File: config.mk
export PLATFORM = sky130hd
export DESIGN_NAME = i2c_slave_regulator_enable
export DESIGN_NICKNAME = d
export VERILOG_FILES = /design/src/common/regulator_pkg.sv /design/src/verilog/enable_bank.sv /design/src/verilog/i2c_slave_regulator_enable.sv /design/src/verilog/pin_filter.sv
export SDC_FILE = /design/constraint.sdc
export NUM_CORES = 1
export LEC_CHECK = 0
export BUFFER_PORTS_ARGS = -buffer_cell sky130_fd_sc_hd__buf_2
export CORE_MARGIN = 2
export CORE_UTILIZATION = 61
export DETAILED_ROUTE_END_ITERATION = 10
export GPL_ROUTABILITY_DRIVEN = 0
export PLACE_DENSITY = 0.9
export SLEW_MARGIN = 0
export SYNTH_ARGS = -nofsm -noshare
export SYNTH_HDL_FRONTEND = slang
export SYNTH_SLANG_ARGS = --single-unit
File: constraint.sdc
create_clock -name clk -period 6.2 [get_ports clk]
set_input_delay 0.93 -clock clk [delete_from_list [all_inputs] [get_ports clk]]
set_output_delay 0.93 -clock clk [all_outputs]
set_load 0.02 [all_outputs]
File: src/common/regulator_pkg.sv
// Constants and types shared by the regulator-enable I2C slave
// Contract
// - Slave only, SCL 400 kHz to 3.4 MHz
// - Selected by 7-bit address plus direction bit
// - Never stretches SCL
// - Works with several masters on the bus
// - One 256-byte space, 8-bit offset
// - Fuses pick address 0x4F, 0x60, 0x74, 0x77
// - Unprogrammed fuses give address 0x4F
// - Read: write offset, repeated start, read
// - Burst reads and writes supported
// - High-speed mode entry after master code
// - Fuse bits load at power-on, stay writable
// - Every register is one byte
// - Write-one-clear bits clear on written one
// - Write-one-act acts; read-only ignores writes
// - Buck enables bits 3..0, reset zero
// - Tracking and linreg 3..0 enables, reset zero
// - Linreg 9..4 and memory rail enables
// - Free regulator follows its enable bit
// - Fuse-assigned enables set at start-up
// - Writing zero turns regulator off anytime
// - Pin-controlled regulator follows selected pin
package regulator_pkg;
  // ****************************************
  // Timing
  // ****************************************
  localparam int CLK_FREQ_HZ = 40000000;
  localparam int SCL_FAST_HZ = 400000;
  localparam int SCL_HS_HZ = 3400000;
  localparam int CLK_PER_HS_SCL = CLK_FREQ_HZ / SCL_HS_HZ;
  // ****************************************
  // Addresses and offsets
  // ****************************************
  localparam logic [3:0][6:0] SLAVE_ADDRS = {7'h77, 7'h74, 7'h60, 7'h4f};
  localparam logic [1:0] ADDR_SEL_DEFAULT = 2'h0;
  localparam logic [7:0] OFF_BUCK_ENABLE = 8'h01;
  localparam logic [7:0] OFF_LDO_ENABLE_LOW = 8'h02;
  localparam logic [7:0] OFF_LDO_ENABLE_HIGH = 8'h03;
  localparam logic [7:0] OFF_MEMORY_RAIL_ENABLE = 8'h04;
  localparam logic [7:0] OFF_RAIL_STATUS = 8'hf0;
  localparam logic [7:0] OFF_RAIL_STATE_LO = 8'hf1;
  localparam logic [7:0] OFF_RAIL_STATE_HI = 8'hf2;
  // ****************************************
  // Fields
  // ****************************************
  localparam logic [7:0] MASK_BUCK = 8'h0f;
  localparam logic [7:0] MASK_LDO_LOW = 8'h1f;
  localparam logic [7:0] MASK_LDO_HIGH = 8'h3f;
  localparam logic [7:0] MASK_MEM = 8'h01;
  localparam logic [7:0] RESET_ENABLE = 8'h00;
  localparam int BUCK_BASE = 0;
  localparam int BUCK_COUNT = 4;
  localparam int LDO_LOW_BASE = 4;
  localparam int LDO_LOW_COUNT = 5;
  localparam int LDO_HIGH_BASE = 9;
  localparam int LDO_HIGH_COUNT = 6;
  localparam int MEM_BASE = 15;
  localparam int MEM_COUNT = 1;
  localparam int RAIL_COUNT = 16;
  localparam int STAT_PIN_ON_BIT = 0;
  localparam int STAT_RELOAD_BIT = 1;
  localparam logic [3:0] BYTE_BITS = 4'h8;
  localparam logic [3:0] LAST_BIT = 4'h7;
  // ****************************************
  // Types
  // ****************************************
  typedef enum logic [2:0] {
    ST_IDLE = 3'h0,
    ST_ADDR = 3'h1,
    ST_ADDR_ACK = 3'h3,
    ST_WR_BYTE = 3'h2,
    ST_WR_ACK = 3'h6,
    ST_RD_BYTE = 3'h7,
    ST_RD_ACK = 3'h5
  } slave_state_t;
  typedef struct packed {
    logic [RAIL_COUNT-1:0] autostart;
    logic [RAIL_COUNT-1:0] pin_ctrl;
    logic [RAIL_COUNT-1:0] pin_sel;
  } rail_fuse_t;
  typedef struct packed {
    logic en;
    logic [7:0] addr;
    logic [7:0] data;
  } reg_write_t;
endpackage

File: src/verilog/enable_bank.sv
// Regulator enable registers and rail control
`timescale 1ns/1ps
module enable_bank (
  // Clock and reset
  input wire logic clk,
  input wire logic reset,
  // Fuses and power-enable pins, already filtered
  input regulator_pkg::rail_fuse_t fuse,
  input wire logic pen_a,
  input wire logic pen_b,
  // Register access
  input regulator_pkg::reg_write_t wr,
  input wire logic [7:0] rd_addr,
  output logic [7:0] rd_data,
  // Rail enables
  output logic [regulator_pkg::RAIL_COUNT-1:0] rail_on
);
  logic [7:0] buck;
  logic [7:0] ldo_low;
  logic [7:0] ldo_high;
  logic [7:0] mem;
  logic started;
  logic pin_seen;
  logic [7:0] next_buck;
  logic [7:0] next_ldo_low;
  logic [7:0] next_ldo_high;
  logic [7:0] next_mem;
  logic next_pin_seen;
  logic [regulator_pkg::RAIL_COUNT-1:0] next_rail_on;
  logic [regulator_pkg::RAIL_COUNT-1:0] en_flat;
  logic [regulator_pkg::RAIL_COUNT-1:0] pin_level;
  logic load;
  logic status_wr;

  assign en_flat = {mem[regulator_pkg::MEM_COUNT-1:0],
                    ldo_high[regulator_pkg::LDO_HIGH_COUNT-1:0],
                    ldo_low[regulator_pkg::LDO_LOW_COUNT-1:0],
                    buck[regulator_pkg::BUCK_COUNT-1:0]};
  assign pin_level = (fuse.pin_sel & {regulator_pkg::RAIL_COUNT{pen_b}})
                   | (~fuse.pin_sel & {regulator_pkg::RAIL_COUNT{pen_a}});
  assign status_wr = wr.en && (wr.addr == regulator_pkg::OFF_RAIL_STATUS);
  // Fuse load on the first cycle after reset, or on demand
  assign load = !started || (status_wr && wr.data[regulator_pkg::STAT_RELOAD_BIT]);

  always_comb
  begin
    next_buck = buck;
    next_ldo_low = ldo_low;
    next_ldo_high = ldo_high;
    next_mem = mem;
    if (wr.en)
    begin
      // Unlisted offsets and reserved bits drop the write
      case (wr.addr)
        regulator_pkg::OFF_BUCK_ENABLE: next_buck = wr.data & regulator_pkg::MASK_BUCK;
        regulator_pkg::OFF_LDO_ENABLE_LOW: next_ldo_low = wr.data & regulator_pkg::MASK_LDO_LOW;
        regulator_pkg::OFF_LDO_ENABLE_HIGH: next_ldo_high = wr.data & regulator_pkg::MASK_LDO_HIGH;
        regulator_pkg::OFF_MEMORY_RAIL_ENABLE: next_mem = wr.data & regulator_pkg::MASK_MEM;
        default: next_buck = buck;
      endcase
    end
    if (load)
    begin
      next_buck = next_buck | 8'(fuse.autostart[regulator_pkg::BUCK_BASE +: regulator_pkg::BUCK_COUNT]);
      next_ldo_low = next_ldo_low
        | 8'(fuse.autostart[regulator_pkg::LDO_LOW_BASE +: regulator_pkg::LDO_LOW_COUNT]);
      next_ldo_high = next_ldo_high
        | 8'(fuse.autostart[regulator_pkg::LDO_HIGH_BASE +: regulator_pkg::LDO_HIGH_COUNT]);
      next_mem = next_mem | 8'(fuse.autostart[regulator_pkg::MEM_BASE +: regulator_pkg::MEM_COUNT]);
    end
    // Pin-controlled rails also need their selected pin high
    next_rail_on = en_flat & (~fuse.pin_ctrl | pin_level);
    next_pin_seen = pin_seen;
    if (status_wr && wr.data[regulator_pkg::STAT_PIN_ON_BIT])
    begin
      next_pin_seen = 1'b0;
    end
    // Set beats clear so a pin turn-on in the clear cycle is kept
    if ((next_rail_on & fuse.pin_ctrl & ~rail_on) != '0)
    begin
      next_pin_seen = 1'b1;
    end
  end

  always_comb
  begin
    case (rd_addr)
      regulator_pkg::OFF_BUCK_ENABLE: rd_data = buck;
      regulator_pkg::OFF_LDO_ENABLE_LOW: rd_data = ldo_low;
      regulator_pkg::OFF_LDO_ENABLE_HIGH: rd_data = ldo_high;
      regulator_pkg::OFF_MEMORY_RAIL_ENABLE: rd_data = mem;
      regulator_pkg::OFF_RAIL_STATUS: rd_data = {7'h00, pin_seen};
      regulator_pkg::OFF_RAIL_STATE_LO: rd_data = rail_on[7:0];
      regulator_pkg::OFF_RAIL_STATE_HI: rd_data = rail_on[15:8];
      default: rd_data = 8'h00;
    endcase
  end

  always_ff @(posedge clk)
  begin
    if (reset)
    begin
      buck <= regulator_pkg::RESET_ENABLE;
      ldo_low <= regulator_pkg::RESET_ENABLE;
      ldo_high <= regulator_pkg::RESET_ENABLE;
      mem <= regulator_pkg::RESET_ENABLE;
      started <= 1'b0;
      pin_seen <= 1'b0;
      rail_on <= '0;
    end
    else
    begin
      buck <= next_buck;
      ldo_low <= next_ldo_low;
      ldo_high <= next_ldo_high;
      mem <= next_mem;
      started <= 1'b1;
      pin_seen <= next_pin_seen;
      rail_on <= next_rail_on;
    end
  end
endmodule

File: src/verilog/i2c_slave_regulator_enable.sv
// I2C slave register port driving the regulator enable bank
`timescale 1ns/1ps
module i2c_slave_regulator_enable (
  // Clock and reset
  input wire logic clk,
  input wire logic reset,
  // I2C pins
  input wire logic scl_in,
  input wire logic sda_in,
  output logic sda_out,
  output logic sda_oe,
  // Factory fuses
  input wire logic [1:0] addr_fuse,
  input regulator_pkg::rail_fuse_t fuse,
  // External power-enable pins
  input wire logic power_enable_pin_a,
  input wire logic power_enable_pin_b,
  // Rail enables
  output logic [regulator_pkg::RAIL_COUNT-1:0] rail_on
);
  // ****************************************
  // Declarations
  // ****************************************
  localparam int PIN_COUNT = 4;
  localparam logic [PIN_COUNT-1:0] PIN_IDLE = 4'h3;

  regulator_pkg::slave_state_t state;
  regulator_pkg::slave_state_t next_state;
  regulator_pkg::reg_write_t wr;
  regulator_pkg::reg_write_t next_wr;
  logic [PIN_COUNT-1:0] raw_pins;
  logic [PIN_COUNT-1:0] pins;
  logic scl;
  logic sda;
  logic scl_q;
  logic sda_q;
  logic scl_rise;
  logic scl_fall;
  logic bus_start;
  logic bus_stop;
  logic [6:0] own_addr;
  logic [6:0] next_own_addr;
  logic addr_loaded;
  logic [3:0] cnt;
  logic [3:0] next_cnt;
  logic [7:0] shreg;
  logic [7:0] next_shreg;
  logic [7:0] offset;
  logic [7:0] next_offset;
  logic rw;
  logic next_rw;
  logic first;
  logic next_first;
  logic nack;
  logic next_nack;
  logic next_oe;
  logic [7:0] rd_data;
  logic addr_hit;

  // ****************************************
  // Pin synchronisers
  // ****************************************
  assign raw_pins = {power_enable_pin_b, power_enable_pin_a, sda_in, scl_in};

  generate
    for (genvar i = 0; i < PIN_COUNT; i++)
    begin : g_pin
      pin_filter #(
        .RESET_LEVEL(PIN_IDLE[i])
      ) u_filter (
        .clk(clk),
        .reset(reset),
        .raw(raw_pins[i]),
        .level(pins[i])
      );
    end
  endgenerate

  assign scl = pins[0];
  assign sda = pins[1];

  // ****************************************
  // Bus events
  // ****************************************
  // SCL is only ever sampled, so the master's timing is never stretched
  assign scl_rise = scl && !scl_q;
  assign scl_fall = !scl && scl_q;
  // Start and stop are seen in any state, so a second master can cut in
  assign bus_start = scl && scl_q && sda_q && !sda;
  assign bus_stop = scl && scl_q && !sda_q && sda;
  assign addr_hit = (shreg[7:1] == own_addr);
  assign sda_out = 1'b0;

  // ****************************************
  // Address fuse capture
  // ****************************************
  always_comb
  begin
    next_own_addr = own_addr;
    // Captured by the clock after reset release, never by reset itself
    if (!addr_loaded)
    begin
      next_own_addr = regulator_pkg::SLAVE_ADDRS[addr_fuse];
    end
  end

  always_ff @(posedge clk)
  begin
    if (reset)
    begin
      own_addr <= regulator_pkg::SLAVE_ADDRS[regulator_pkg::ADDR_SEL_DEFAULT];
      addr_loaded <= 1'b0;
      scl_q <= 1'b1;
      sda_q <= 1'b1;
    end
    else
    begin
      own_addr <= next_own_addr;
      addr_loaded <= 1'b1;
      scl_q <= scl;
      sda_q <= sda;
    end
  end

  // ****************************************
  // Transfer state machine
  // ****************************************
  always_comb
  begin
    next_state = state;
    next_cnt = cnt;
    next_shreg = shreg;
    next_offset = offset;
    next_rw = rw;
    next_first = first;
    next_nack = nack;
    next_oe = sda_oe;
    next_wr = '0;
    if (bus_start)
    begin
      // Repeated start keeps the offset for the combined read
      next_state = regulator_pkg::ST_ADDR;
      next_cnt = 4'h0;
      next_first = 1'b1;
      next_oe = 1'b0;
    end
    else if (bus_stop)
    begin
      next_state = regulator_pkg::ST_IDLE;
      next_oe = 1'b0;
    end
    else
    begin
      case (state)
        regulator_pkg::ST_IDLE:
        begin
          next_oe = 1'b0;
        end
        regulator_pkg::ST_ADDR, regulator_pkg::ST_WR_BYTE:
        begin
          if (scl_rise)
          begin
            next_shreg = {shreg[6:0], sda};
            next_cnt = cnt + 4'h1;
          end
          else if (scl_fall && cnt == regulator_pkg::BYTE_BITS)
          begin
            next_cnt = 4'h0;
            if (state == regulator_pkg::ST_ADDR)
            begin
              // A master code or a foreign address is left unanswered
              if (addr_hit)
              begin
                next_state = regulator_pkg::ST_ADDR_ACK;
                next_rw = shreg[0];
                next_oe = 1'b1;
              end
              else
              begin
                next_state = regulator_pkg::ST_IDLE;
              end
            end
            else
            begin
              next_state = regulator_pkg::ST_WR_ACK;
              next_oe = 1'b1;
              next_first = 1'b0;
              if (first)
              begin
                next_offset = shreg;
              end
              else
              begin
                next_wr.en = 1'b1;
                next_wr.addr = offset;
                next_wr.data = shreg;
                next_offset = offset + 8'h01;
              end
            end
          end
        end
        regulator_pkg::ST_ADDR_ACK, regulator_pkg::ST_WR_ACK:
        begin
          if (scl_fall)
          begin
            next_cnt = 4'h0;
            if (state == regulator_pkg::ST_ADDR_ACK && rw)
            begin
              next_state = regulator_pkg::ST_RD_BYTE;
              next_shreg = rd_data;
              next_oe = !rd_data[7];
            end
            else
            begin
              next_state = regulator_pkg::ST_WR_BYTE;
              next_oe = 1'b0;
            end
          end
        end
        regulator_pkg::ST_RD_BYTE:
        begin
          if (scl_fall)
          begin
            if (cnt == regulator_pkg::LAST_BIT)
            begin
              next_state = regulator_pkg::ST_RD_ACK;
              next_oe = 1'b0;
              next_offset = offset + 8'h01;
            end
            else
            begin
              next_shreg = {shreg[6:0], 1'b0};
              next_oe = !shreg[6];
              next_cnt = cnt + 4'h1;
            end
          end
        end
        regulator_pkg::ST_RD_ACK:
        begin
          if (scl_rise)
          begin
            next_nack = sda;
          end
          else if (scl_fall)
          begin
            next_cnt = 4'h0;
            if (nack)
            begin
              next_state = regulator_pkg::ST_IDLE;
            end
            else
            begin
              // Master acked, so the burst continues at the next offset
              next_state = regulator_pkg::ST_RD_BYTE;
              next_shreg = rd_data;
              next_oe = !rd_data[7];
            end
          end
        end
        default:
        begin
          next_state = regulator_pkg::ST_IDLE;
          next_oe = 1'b0;
        end
      endcase
    end
  end

  always_ff @(posedge clk)
  begin
    if (reset)
    begin
      state <= regulator_pkg::ST_IDLE;
      cnt <= 4'h0;
      shreg <= 8'h00;
      offset <= 8'h00;
      rw <= 1'b0;
      first <= 1'b0;
      nack <= 1'b0;
      sda_oe <= 1'b0;
      wr <= '0;
    end
    else
    begin
      state <= next_state;
      cnt <= next_cnt;
      shreg <= next_shreg;
      offset <= next_offset;
      rw <= next_rw;
      first <= next_first;
      nack <= next_nack;
      sda_oe <= next_oe;
      wr <= next_wr;
    end
  end

  // ****************************************
  // Register bank
  // ****************************************
  enable_bank u_bank (
    .clk(clk),
    .reset(reset),
    .fuse(fuse),
    .pen_a(pins[2]),
    .pen_b(pins[3]),
    .wr(wr),
    .rd_addr(offset),
    .rd_data(rd_data),
    .rail_on(rail_on)
  );
endmodule

File: src/verilog/pin_filter.sv
// Three-flop input synchroniser with agreement filter
`timescale 1ns/1ps
module pin_filter #(
  parameter logic RESET_LEVEL = 1'b1
) (
  // Clock and reset
  input wire logic clk,
  input wire logic reset,
  // Pin in, filtered level out
  input wire logic raw,
  output logic level
);
  logic s1;
  logic s2;
  logic s3;
  logic next_level;

  always_comb
  begin
    next_level = level;
    // First stage is left alone; only stages two and three vote
    if (s2 == s3)
    begin
      next_level = s3;
    end
  end

  always_ff @(posedge clk)
  begin
    if (reset)
    begin
      s1 <= RESET_LEVEL;
      s2 <= RESET_LEVEL;
      s3 <= RESET_LEVEL;
      level <= RESET_LEVEL;
    end
    else
    begin
      s1 <= raw;
      s2 <= s1;
      s3 <= s2;
      level <= next_level;
    end
  end
endmodule
==> metrics.csv, run 1 <==
metric,value,unit
status,finished clean,
clk slew on worst S/H paths,100,ps
"slowest stage delay, CP",620,ps
internal power,0.000875,W
asr flop ratio synth,0,%
clock sink count,99,
# nets final,699,
synth warn,0,
area grow syn2layout,10.9,%
die width,93.7,um
Fin. Hold Viols,0,
clk buf depth,2,
cts hold-fix bufs,0,
Post-DP Area,5250,um2
RR Startpoint,state[1],
gr ovfl total,0,
endpoints failing setup,0,
syn avg cell area,8.35,um2
crit path kind,reg -> reg,
R2R depth,5,
postcts setup bufs,0,
number of global-route vias before repair,4359,
initial antenna violation count,0,
Final min period,2500,ps
Synth Register Bits,99,
Combinational Power Share,6.1,%
final WL,12.5,mm
Wirelength per Cell,16.9,um
startpoint class of the critical path,register,
pin count of the biggest net entering global routing,56,
core footprint,7770,um2
crit end category,register,
"non-filler cells, final",740,
Post-CTS Resized,0,
switching portion of total power,25.1,%
DRC errors left,0,
clock root buffer,clkbuf_8,
vias per inst,6.32,
Slowest cell on crit path,or4_1,
FMAX,400,MHz
TritonCTS clock tree,built,
hold path startpoint,g_pin[1].u_filter.s1,
Cells after Synth,588,
initial core utilization,63.2,%
total track usage,28.6,%
unrepaired setup endpoints after global routing,false,
Unique masters post-synth,58,
FILL cells,608,
via count,4677,
Inst Count DP,725,
Worst-Margin Slew,962,ps
Min-Delay Endpoint,g_pin[1].u_filter.s2,
number of port buffers,72,
r2r endpoint,shreg[5],
crit path DAT,2770,ps
TNS Setup,0,ps
Cell Rows,32,
final instance area,5450,um2
Hold Path Stages,1,
Die Span Y,93.7,um
Flop pwr share,57.2,%
TritonCTS buffer count,9,
max-slew violations,0,
MaxCap Viol Count,0,
first-pass GRT wire length,20.2,mm
worst min path class,reg -> reg,
Final Cycle Share,40.3,%
P_sw,0.000293,W
antenna cell count,0,
critical path's top delay family,simple AND/OR/NAND/NOR gates,
H-tree depth,3,
"Primary FF master, synth",dfxtp_1,
PwrDens,214,nW/um2
final clock skew,12.2,ps
Final Util,70.1,%
Antenna Nets Post-Route,0,
cell leakage power,2.33,nW
Slew headroom,35.4,%
clock network power share,36.7,%
CP cell instances,or3b_1 -> a32o_1 -> or4_1 -> a221oi_1 -> nor2_1,
"setup slack, reg-to-reg",3700,ps
required time of the critical path,6470,ps
Buf/Inv on CP,0,
crit path from,state[1],
register area share after synthesis,40.4,%
share of cells above drive strength 1,15.8,%
Synth Cell Area,4910,um2
Post-Syn Nets,653,
die area,8780,um2
"Max FO, Critical Path",26,
worst skew pair latency,380,ps
dpl hpwl,8.98,mm
first drt pass iteration count,8,
PnR Total Power,0.00117,W
I/O pin total,74,
1st-iter DRT viols,441,
peak supply drop,0.101,mV
Post-synth EDFFs,0,
## kinds of logic (layout without fill, tap and decap cells)
| kind of cell | Yosys count | count (layout) | synth area share [%] |
|---|---|---|---|
| and+or+nand+nor | 251 | 251 | 26.3 |
| AOI/OAI and AO/OA | 128 | 128 | 16.9 |
| DFF | 99 | 99 | 40.4 |
| buffers and inverters | 50 | 100 | 4.05 |
| muxes | 42 | 42 | 8.56 |
| adders and majority gates | 11 | 11 | 2.70 |
| xor gates and xnor gates | 6 | 6 | 1.07 |
| other | 1 | 1 | 0.0764 |
## metal layers
metal | GRT usage (%) | up-vias | wire, um
met1 | 36.1 | 2116 | 4950
met3 | 3.69 | 47 | 1300
li1 | - | 2210 | -
met5 | 0 | - | 0
met4 | 13.8 | 0 | 363
met2 | 48.2 | 304 | 5910
## per-stage QoR
step | setup slack, ps | hold slack [ps]
final | 3700 | 407
after global routing | 3530 | 436
after CTS | 3740 | 412
after detailed placement | 3350 | 401
after global placement | 3410 | 397
after floorplan | 4150 | 389
## flip-flops by register name (all words and copies together), names as in the netlist, 3 cells and up
| name | count |
|---|---|
| u_bank.rail_on | 16 |
| wr | 15 |
| offset | 8 |
| shreg | 8 |
| u_bank.ldo_high | 6 |
| own_addr | 5 |
| u_bank.ldo_low | 5 |
| cnt | 4 |
| g_pin.u_filter.level | 4 |
| g_pin.u_filter.s1 | 4 |
| g_pin.u_filter.s2 | 4 |
| g_pin.u_filter.s3 | 4 |
| u_bank.buck | 4 |
| state | 3 |
## cells in the final DEF, fill, tap and decap left out, types with 6 or more instances in the layout
master	Yosys	routed
a211oi_1	6	6
a21oi_1	41	41
a22oi_1	8	8
and2_1	15	15
and3_1	21	21
buf_2	5	72
clkbuf_8	0	9
dfxtp_1	99	99
ha_1	9	9
inv_1	13	13
mux2i_1	42	42
nand2_1	77	77
nand3_1	16	16
nor2_1	33	33
nor2b_1	11	11
nor3_1	24	24
nor3b_1	6	6
nor4_1	10	10
o21ai_0	29	29
o22ai_1	6	6
or2_2	12	12
## synth_stat cells, types with 4 or more instances
cell      instances  area share [%]
a22oi_1           8             1.2
o21ai_0          29             3.0
and3_1           21             2.7
inv_1            13            0.99
xnor2_1           5            0.89
nor2b_1          11             1.4
nor2_1           33             2.5
a211oi_1          6            0.92
o211ai_1          4            0.61
buf_2             5            0.51
nand2_1          77             5.9
and2_1           15             1.9
nand3_1          16             1.6
clkbuf_1         28             2.1
nand4_1           4            0.51
mux2i_1          42             8.6
nor3_1           24             2.4
dfxtp_1          99              40
o22ai_1           6            0.76
or2_2            12             1.5
nor4_1           10             1.3
ha_1              9             2.3
a21oi_1          41             4.2
a222oi_1          5             1.0
a221oi_1          5            0.89
nor3b_1           6            0.92
nand2b_1          4            0.51
## final cells by class
cell class	instances	area, um2	share of cell area, %
Multi-Input combinational cell	439	2730	50.1
Sequential cell	99	1980	36.4
Timing Repair Buffer	72	360	6.62
Tap cell	102	128	2.34
Clock buffer	9	124	2.27
Clock inverter	6	73.8	1.36
Inverter	13	48.8	0.896
## power by group through the flow
stage          clock, W  sequential, W  combinational (W)
2_1_floorplan         0       0.000679          0.0000388
3_3_place_gp          0       0.000681          0.0000671
3_5_place_dp          0       0.000682          0.0000703
4_1_cts        0.000429       0.000667          0.0000709
5_1_grt        0.000452       0.000670          0.0000786
6_report       0.000428       0.000668          0.0000712
## how the worst max path moves through the flow
stage                end  slack, ps  depth (start not counted)
3_3_place_gp   offset[3]       3410                          3
5_1_grt         shreg[7]       3530                          5
3_5_place_dp   offset[3]       3350                          3
6_report        shreg[5]       3700                          5
2_1_floorplan   shreg[1]       4150                          7
4_1_cts         shreg[5]       3740                          5
(Power assumes the default switching activity.)
==> run 2: changes to the inputs <==
- CORE_UTILIZATION: 61 -> 57
- PLACE_DENSITY: 0.9 -> 0.85
- clock period: 6.2 -> 2.4 ns (I/O delays scaled with it)
==> run 2 against run 1 <==
Routed wire length rose by 2.8%. Power rose to 2.5 times the previous value. Combinational power rose to 2.6 times the previous value. Design area rose by 1.7%. Sequential cell count did not move. Final cell count rose by 2.4%. Largest cell class unchanged. Largest power group unchanged.
==> metrics.csv, run 2 (synthesized netlist as in run 1, its figures left out) <==
metric,value,unit
Slowest cell on crit path,or4_1,
final instance area,5540,um2
first drt pass iteration count,5,
clk buf depth,2,
postcts setup bufs,0,
"Max FO, Critical Path",16,
initial antenna violation count,0,
CP Depth,5,
post-placement worst setup slack,208,ps
die width,96.8,um
post-route setup slack,169,ps
peak supply drop,0.275,mV
Post-CTS Resized,0,
core footprint,8300,um2
first-pass GRT wire length,20.7,mm
FMAX,448,MHz
DRC errors left,0,
gr ovfl total,0,
MaxCap Viol Count,0,
initial core utilization,59.2,%
status,finished clean,
TNS Setup,0,ps
# nets final,713,
crit path kind,reg -> reg,
max-slew violations,0,
crit end category,register,
H-tree depth,3,
"setup slack, reg-to-reg",170,ps
clock sink count,99,
area grow syn2layout,12.8,%
unrepaired setup endpoints after global routing,false,
endpoints failing setup,0,
crit path DAT,2500,ps
1st-iter DRT viols,297,
via count,4724,
Final Cycle Share,92.9,%
Wirelength per Cell,17.0,um
number of port buffers,72,
R2R depth,5,
I/O pin total,74,
Top reg by flops,u_bank.rail_on,
vias per inst,6.23,
Worst Setup EP,shreg[3],
dpl hpwl,9.46,mm
RR Startpoint,state[0],
Final min period,2230,ps
Post-DP Area,5360,um2
CP cell instances,maj3_1 -> a32o_1 -> or4_1 -> a221oi_1 -> nor2_1,
worst min path class,in -> reg,
TritonCTS clock tree,built,
Fin. Hold Viols,0,
max reg flops,16,
Slew headroom,41.3,%
r2r endpoint,shreg[3],
final clock skew,13.8,ps
total track usage,26.7,%
final WL,12.9,mm
PwrDens,530,nW/um2
worst skew pair latency,380,ps
Cell Rows,33,
critical path's top delay family,simple AND/OR/NAND/NOR gates,
Final Util,66.8,%
antenna cell count,0,
Buf/Inv on CP,0,
share of cells above drive strength 1,17.8,%
TritonCTS buffer count,9,
clk slew on worst S/H paths,100,ps
die area,9370,um2
cts hold-fix bufs,0,
Worst-Margin Slew,880,ps
cell leakage power,2.40,nW
pin count of the biggest net entering global routing,31,
"slowest stage delay, CP",550,ps
Antenna Nets Post-Route,0,
Die Span Y,96.8,um
crit path from,state[0],
required time of the critical path,2670,ps
clock root buffer,clkbuf_8,
number of global-route vias before repair,4282,
Regs by FF count,"u_bank.rail_on x16, wr x15",
startpoint class of the critical path,register,
highest-count cells in the layout ignoring fill and taps,"dfxtp_1 (99), nand2_1 (77), buf_2 (72), mux2i_1 (42), a21oi_1 (41)",
"commonest non-fill, non-tap cell in the layout",dfxtp_1,
-- run 2: power breakdown --
part,switching (W),internal (W)
sequential,0.0000430,0.00168
clock,0.000629,0.000395
combinational,0.0000973,0.0000858
-- run 2: worst min-delay path by stage --
stage                         startpoint              endpoint  slack, ps  depth (start not counted)
floorplan           g_pin[0].u_filter.s1  g_pin[0].u_filter.s2        390                          1
global placement    g_pin[1].u_filter.s1  g_pin[1].u_filter.s2        400                          1
detailed placement  g_pin[0].u_filter.s1  g_pin[0].u_filter.s2        400                          1
CTS                               sda_in  g_pin[1].u_filter.s1        160                          2
global route                      sda_in  g_pin[1].u_filter.s1        160                          2
finish                            sda_in  g_pin[1].u_filter.s1        160                          2
-- run 2: area by class of cell --
| class | instances | area, um2 |
|---|---|---|
| clock buffer | 9 | 124 |
| multi-input combinational | 439 | 2730 |
| tap | 105 | 131 |
| clock inverter | 7 | 60.1 |
| sequential | 99 | 1980 |
| inverter | 13 | 48.8 |
| fill | 677 | 2760 |
| timing repair buffer | 86 | 465 |
-- run 2: per-stage QoR --
step                      hold slack (ps)  power (W)  cells
after floorplan                       389    0.00186    588
after global placement                401    0.00194    742
after detailed placement              399    0.00195    742
after CTS                             157    0.00295    758
after global routing                  164    0.00304    758
final                                 165    0.00293    758
-- run 2: metal layers --
metal	up-vias	part of all wire, %	GRT usage, %
li1	2238	-	-
met1	2178	41	33.8
met2	272	47	44.4
met3	36	9.2	5.42
met4	0	3.0	11.3
met5	-	0	0
==> run 3: changes to the inputs <==
- BUFFER_PORTS_ARGS: -buffer_cell sky130_fd_sc_hd__buf_2 -> -buffer_cell sky130_fd_sc_hd__clkbuf_2
- REMOVE_ABC_BUFFERS: not set -> 1
==> run 3 against run 2 <==
Largest cell class unchanged. Clock power grew 4%. Power grew 1.4%. First-iteration DRC count grew 39%. Sequential power is essentially flat. Clock-buffer cell count grew 1. Die area is the same. Combinational power grew 3%. Sequential cell count is the same.
==> metrics.csv, run 3 (synthesized netlist as in run 1, its figures left out) <==
metric,value,unit
status,finished clean,
clock sink count,99,
H-tree depth,3,
Fin. Hold Viols,0,
worst skew pair latency,380,ps
switching portion of total power,26.1,%
max-slew violations,0,
Top reg by flops,u_bank.rail_on,
first-pass GRT wire length,21.0,mm
worst min path class,in -> reg,
Combinational Power Share,6.3,%
unrepaired setup endpoints after global routing,false,
initial antenna violation count,0,
number of port buffers,72,
TNS Setup,0,ps
crit end category,register,
Regs by FF count,"u_bank.rail_on x16, wr x15",
internal power,0.00220,W
Flop pwr share,58.0,%
Post-CTS Resized,0,
# nets final,714,
pin count of the biggest net entering global routing,31,
crit path DAT,2490,ps
Die Span Y,96.8,um
Worst-Margin Slew,743,ps
clk slew on worst S/H paths,100,ps
vias per inst,6.22,
total track usage,27.0,%
"slowest stage delay, CP",600,ps
"Max FO, Critical Path",11,
die area,9370,um2
clock network power share,35.7,%
I/O pin total,74,
gr ovfl total,0,
initial core utilization,59.2,%
endpoints failing setup,0,
number of global-route vias before repair,4329,
via count,4718,
final WL,12.8,mm
CP cell instances,or3b_1 -> a32o_1 -> or4_1 -> a221oi_1 -> nor2_1,
TritonCTS clock tree,built,
peak supply drop,0.279,mV
crit path kind,reg -> reg,
dpl hpwl,9.30,mm
Slowest cell on crit path,or4_1,
first drt pass iteration count,7,
Inst Count DP,743,
core footprint,8300,um2
critical path's top delay family,simple AND/OR/NAND/NOR gates,
"non-filler cells, final",759,
antenna cell count,0,
Antenna Nets Post-Route,0,
FMAX,450,MHz
cts hold-fix bufs,0,
P_sw,0.000777,W
share of cells above drive strength 1,17.9,%
"commonest non-fill, non-tap cell in the layout",dfxtp_1,
max reg flops,16,
TritonCTS buffer count,9,
area grow syn2layout,13.2,%
postcts setup bufs,0,
clk buf depth,2,
DRC errors left,0,
required time of the critical path,2670,ps
1st-iter DRT viols,413,
cell leakage power,2.40,nW
Slew headroom,50.0,%
Final min period,2220,ps
PwrDens,536,nW/um2
clock root buffer,clkbuf_8,
startpoint class of the critical path,register,
Final Cycle Share,92.6,%
MaxCap Viol Count,0,
Wirelength per Cell,16.9,um
Cell Rows,33,
final clock skew,6.77,ps
die width,96.8,um
highest-count cells in the layout ignoring fill and taps,"dfxtp_1 (99), nand2_1 (77), clkbuf_2 (72), mux2i_1 (42), a21oi_1 (41)",
Buf/Inv on CP,0,
[run 3: power groups by stage]
stage,registers (W),logic [W],clock network [W]
6_report,0.00173,0.000188,0.00106
5_1_grt,0.00173,0.000207,0.00116
4_1_cts,0.00173,0.000188,0.00108
3_5_place_dp,0.00176,0.000187,0
3_3_place_gp,0.00176,0.000180,0
2_1_floorplan,0.00176,0.0000824,0
[run 3: worst reg2reg max path, cell delays in order (launching register included)]
cell      delay [ps]
dfxtp_1          430
or3b_1           450
a32o_1           290
or4_1            600
a221oi_1         260
nor2_1            80
[run 3: cell type report]
cell class | count | area (um2)
well taps | 105 | 131
inverters | 13 | 48.8
multi-input cells | 439 | 2730
fillers | 692 | 2740
repair buffers | 87 | 473
clock inverters | 6 | 56.3
clock buffers | 10 | 138
flip-flops and latches | 99 | 1980
[run 3: through the flow]
stage / setup WS (ps) / cell area (um2) / power (W) / utilization [%] / hold slack, ps
floorplan: 224 / 4760 / 0.00184 / - / 389
detailed placement: 211 / 5360 / 0.00195 / 64.6 / 405
global route: 33.9 / 5560 / 0.00310 / 67.0 / 149
CTS: 197 / 5560 / 0.00300 / 67.0 / 152
finish: 178 / 5560 / 0.00298 / 67.0 / 155
global placement: 300 / 5360 / 0.00194 / 64.6 / 391
[run 3: routing by layer]
layer  vias to the layer above  global-route usage (%)  part of all wire, %
li1                       2251                       -                    -
met1                      2179                    34.2                   41
met2                       249                    45.3                   48
met3                        39                    3.68                  7.8
met4                         0                    12.9                  3.5
met5                         -                       0                    0
[run 3: final timing paths]
path | cells after the start | slack, ps | startpoint | to
setup / recovery | 5 | 180 | state[1] | shreg[5]
hold / removal | 2 | 160 | sda_in | g_pin[1].u_filter.s1
setup reg to reg | 5 | 180 | state[1] | shreg[5]
hold reg to reg | 1 | 430 | g_pin[1].u_filter.s1 | g_pin[1].u_filter.s2
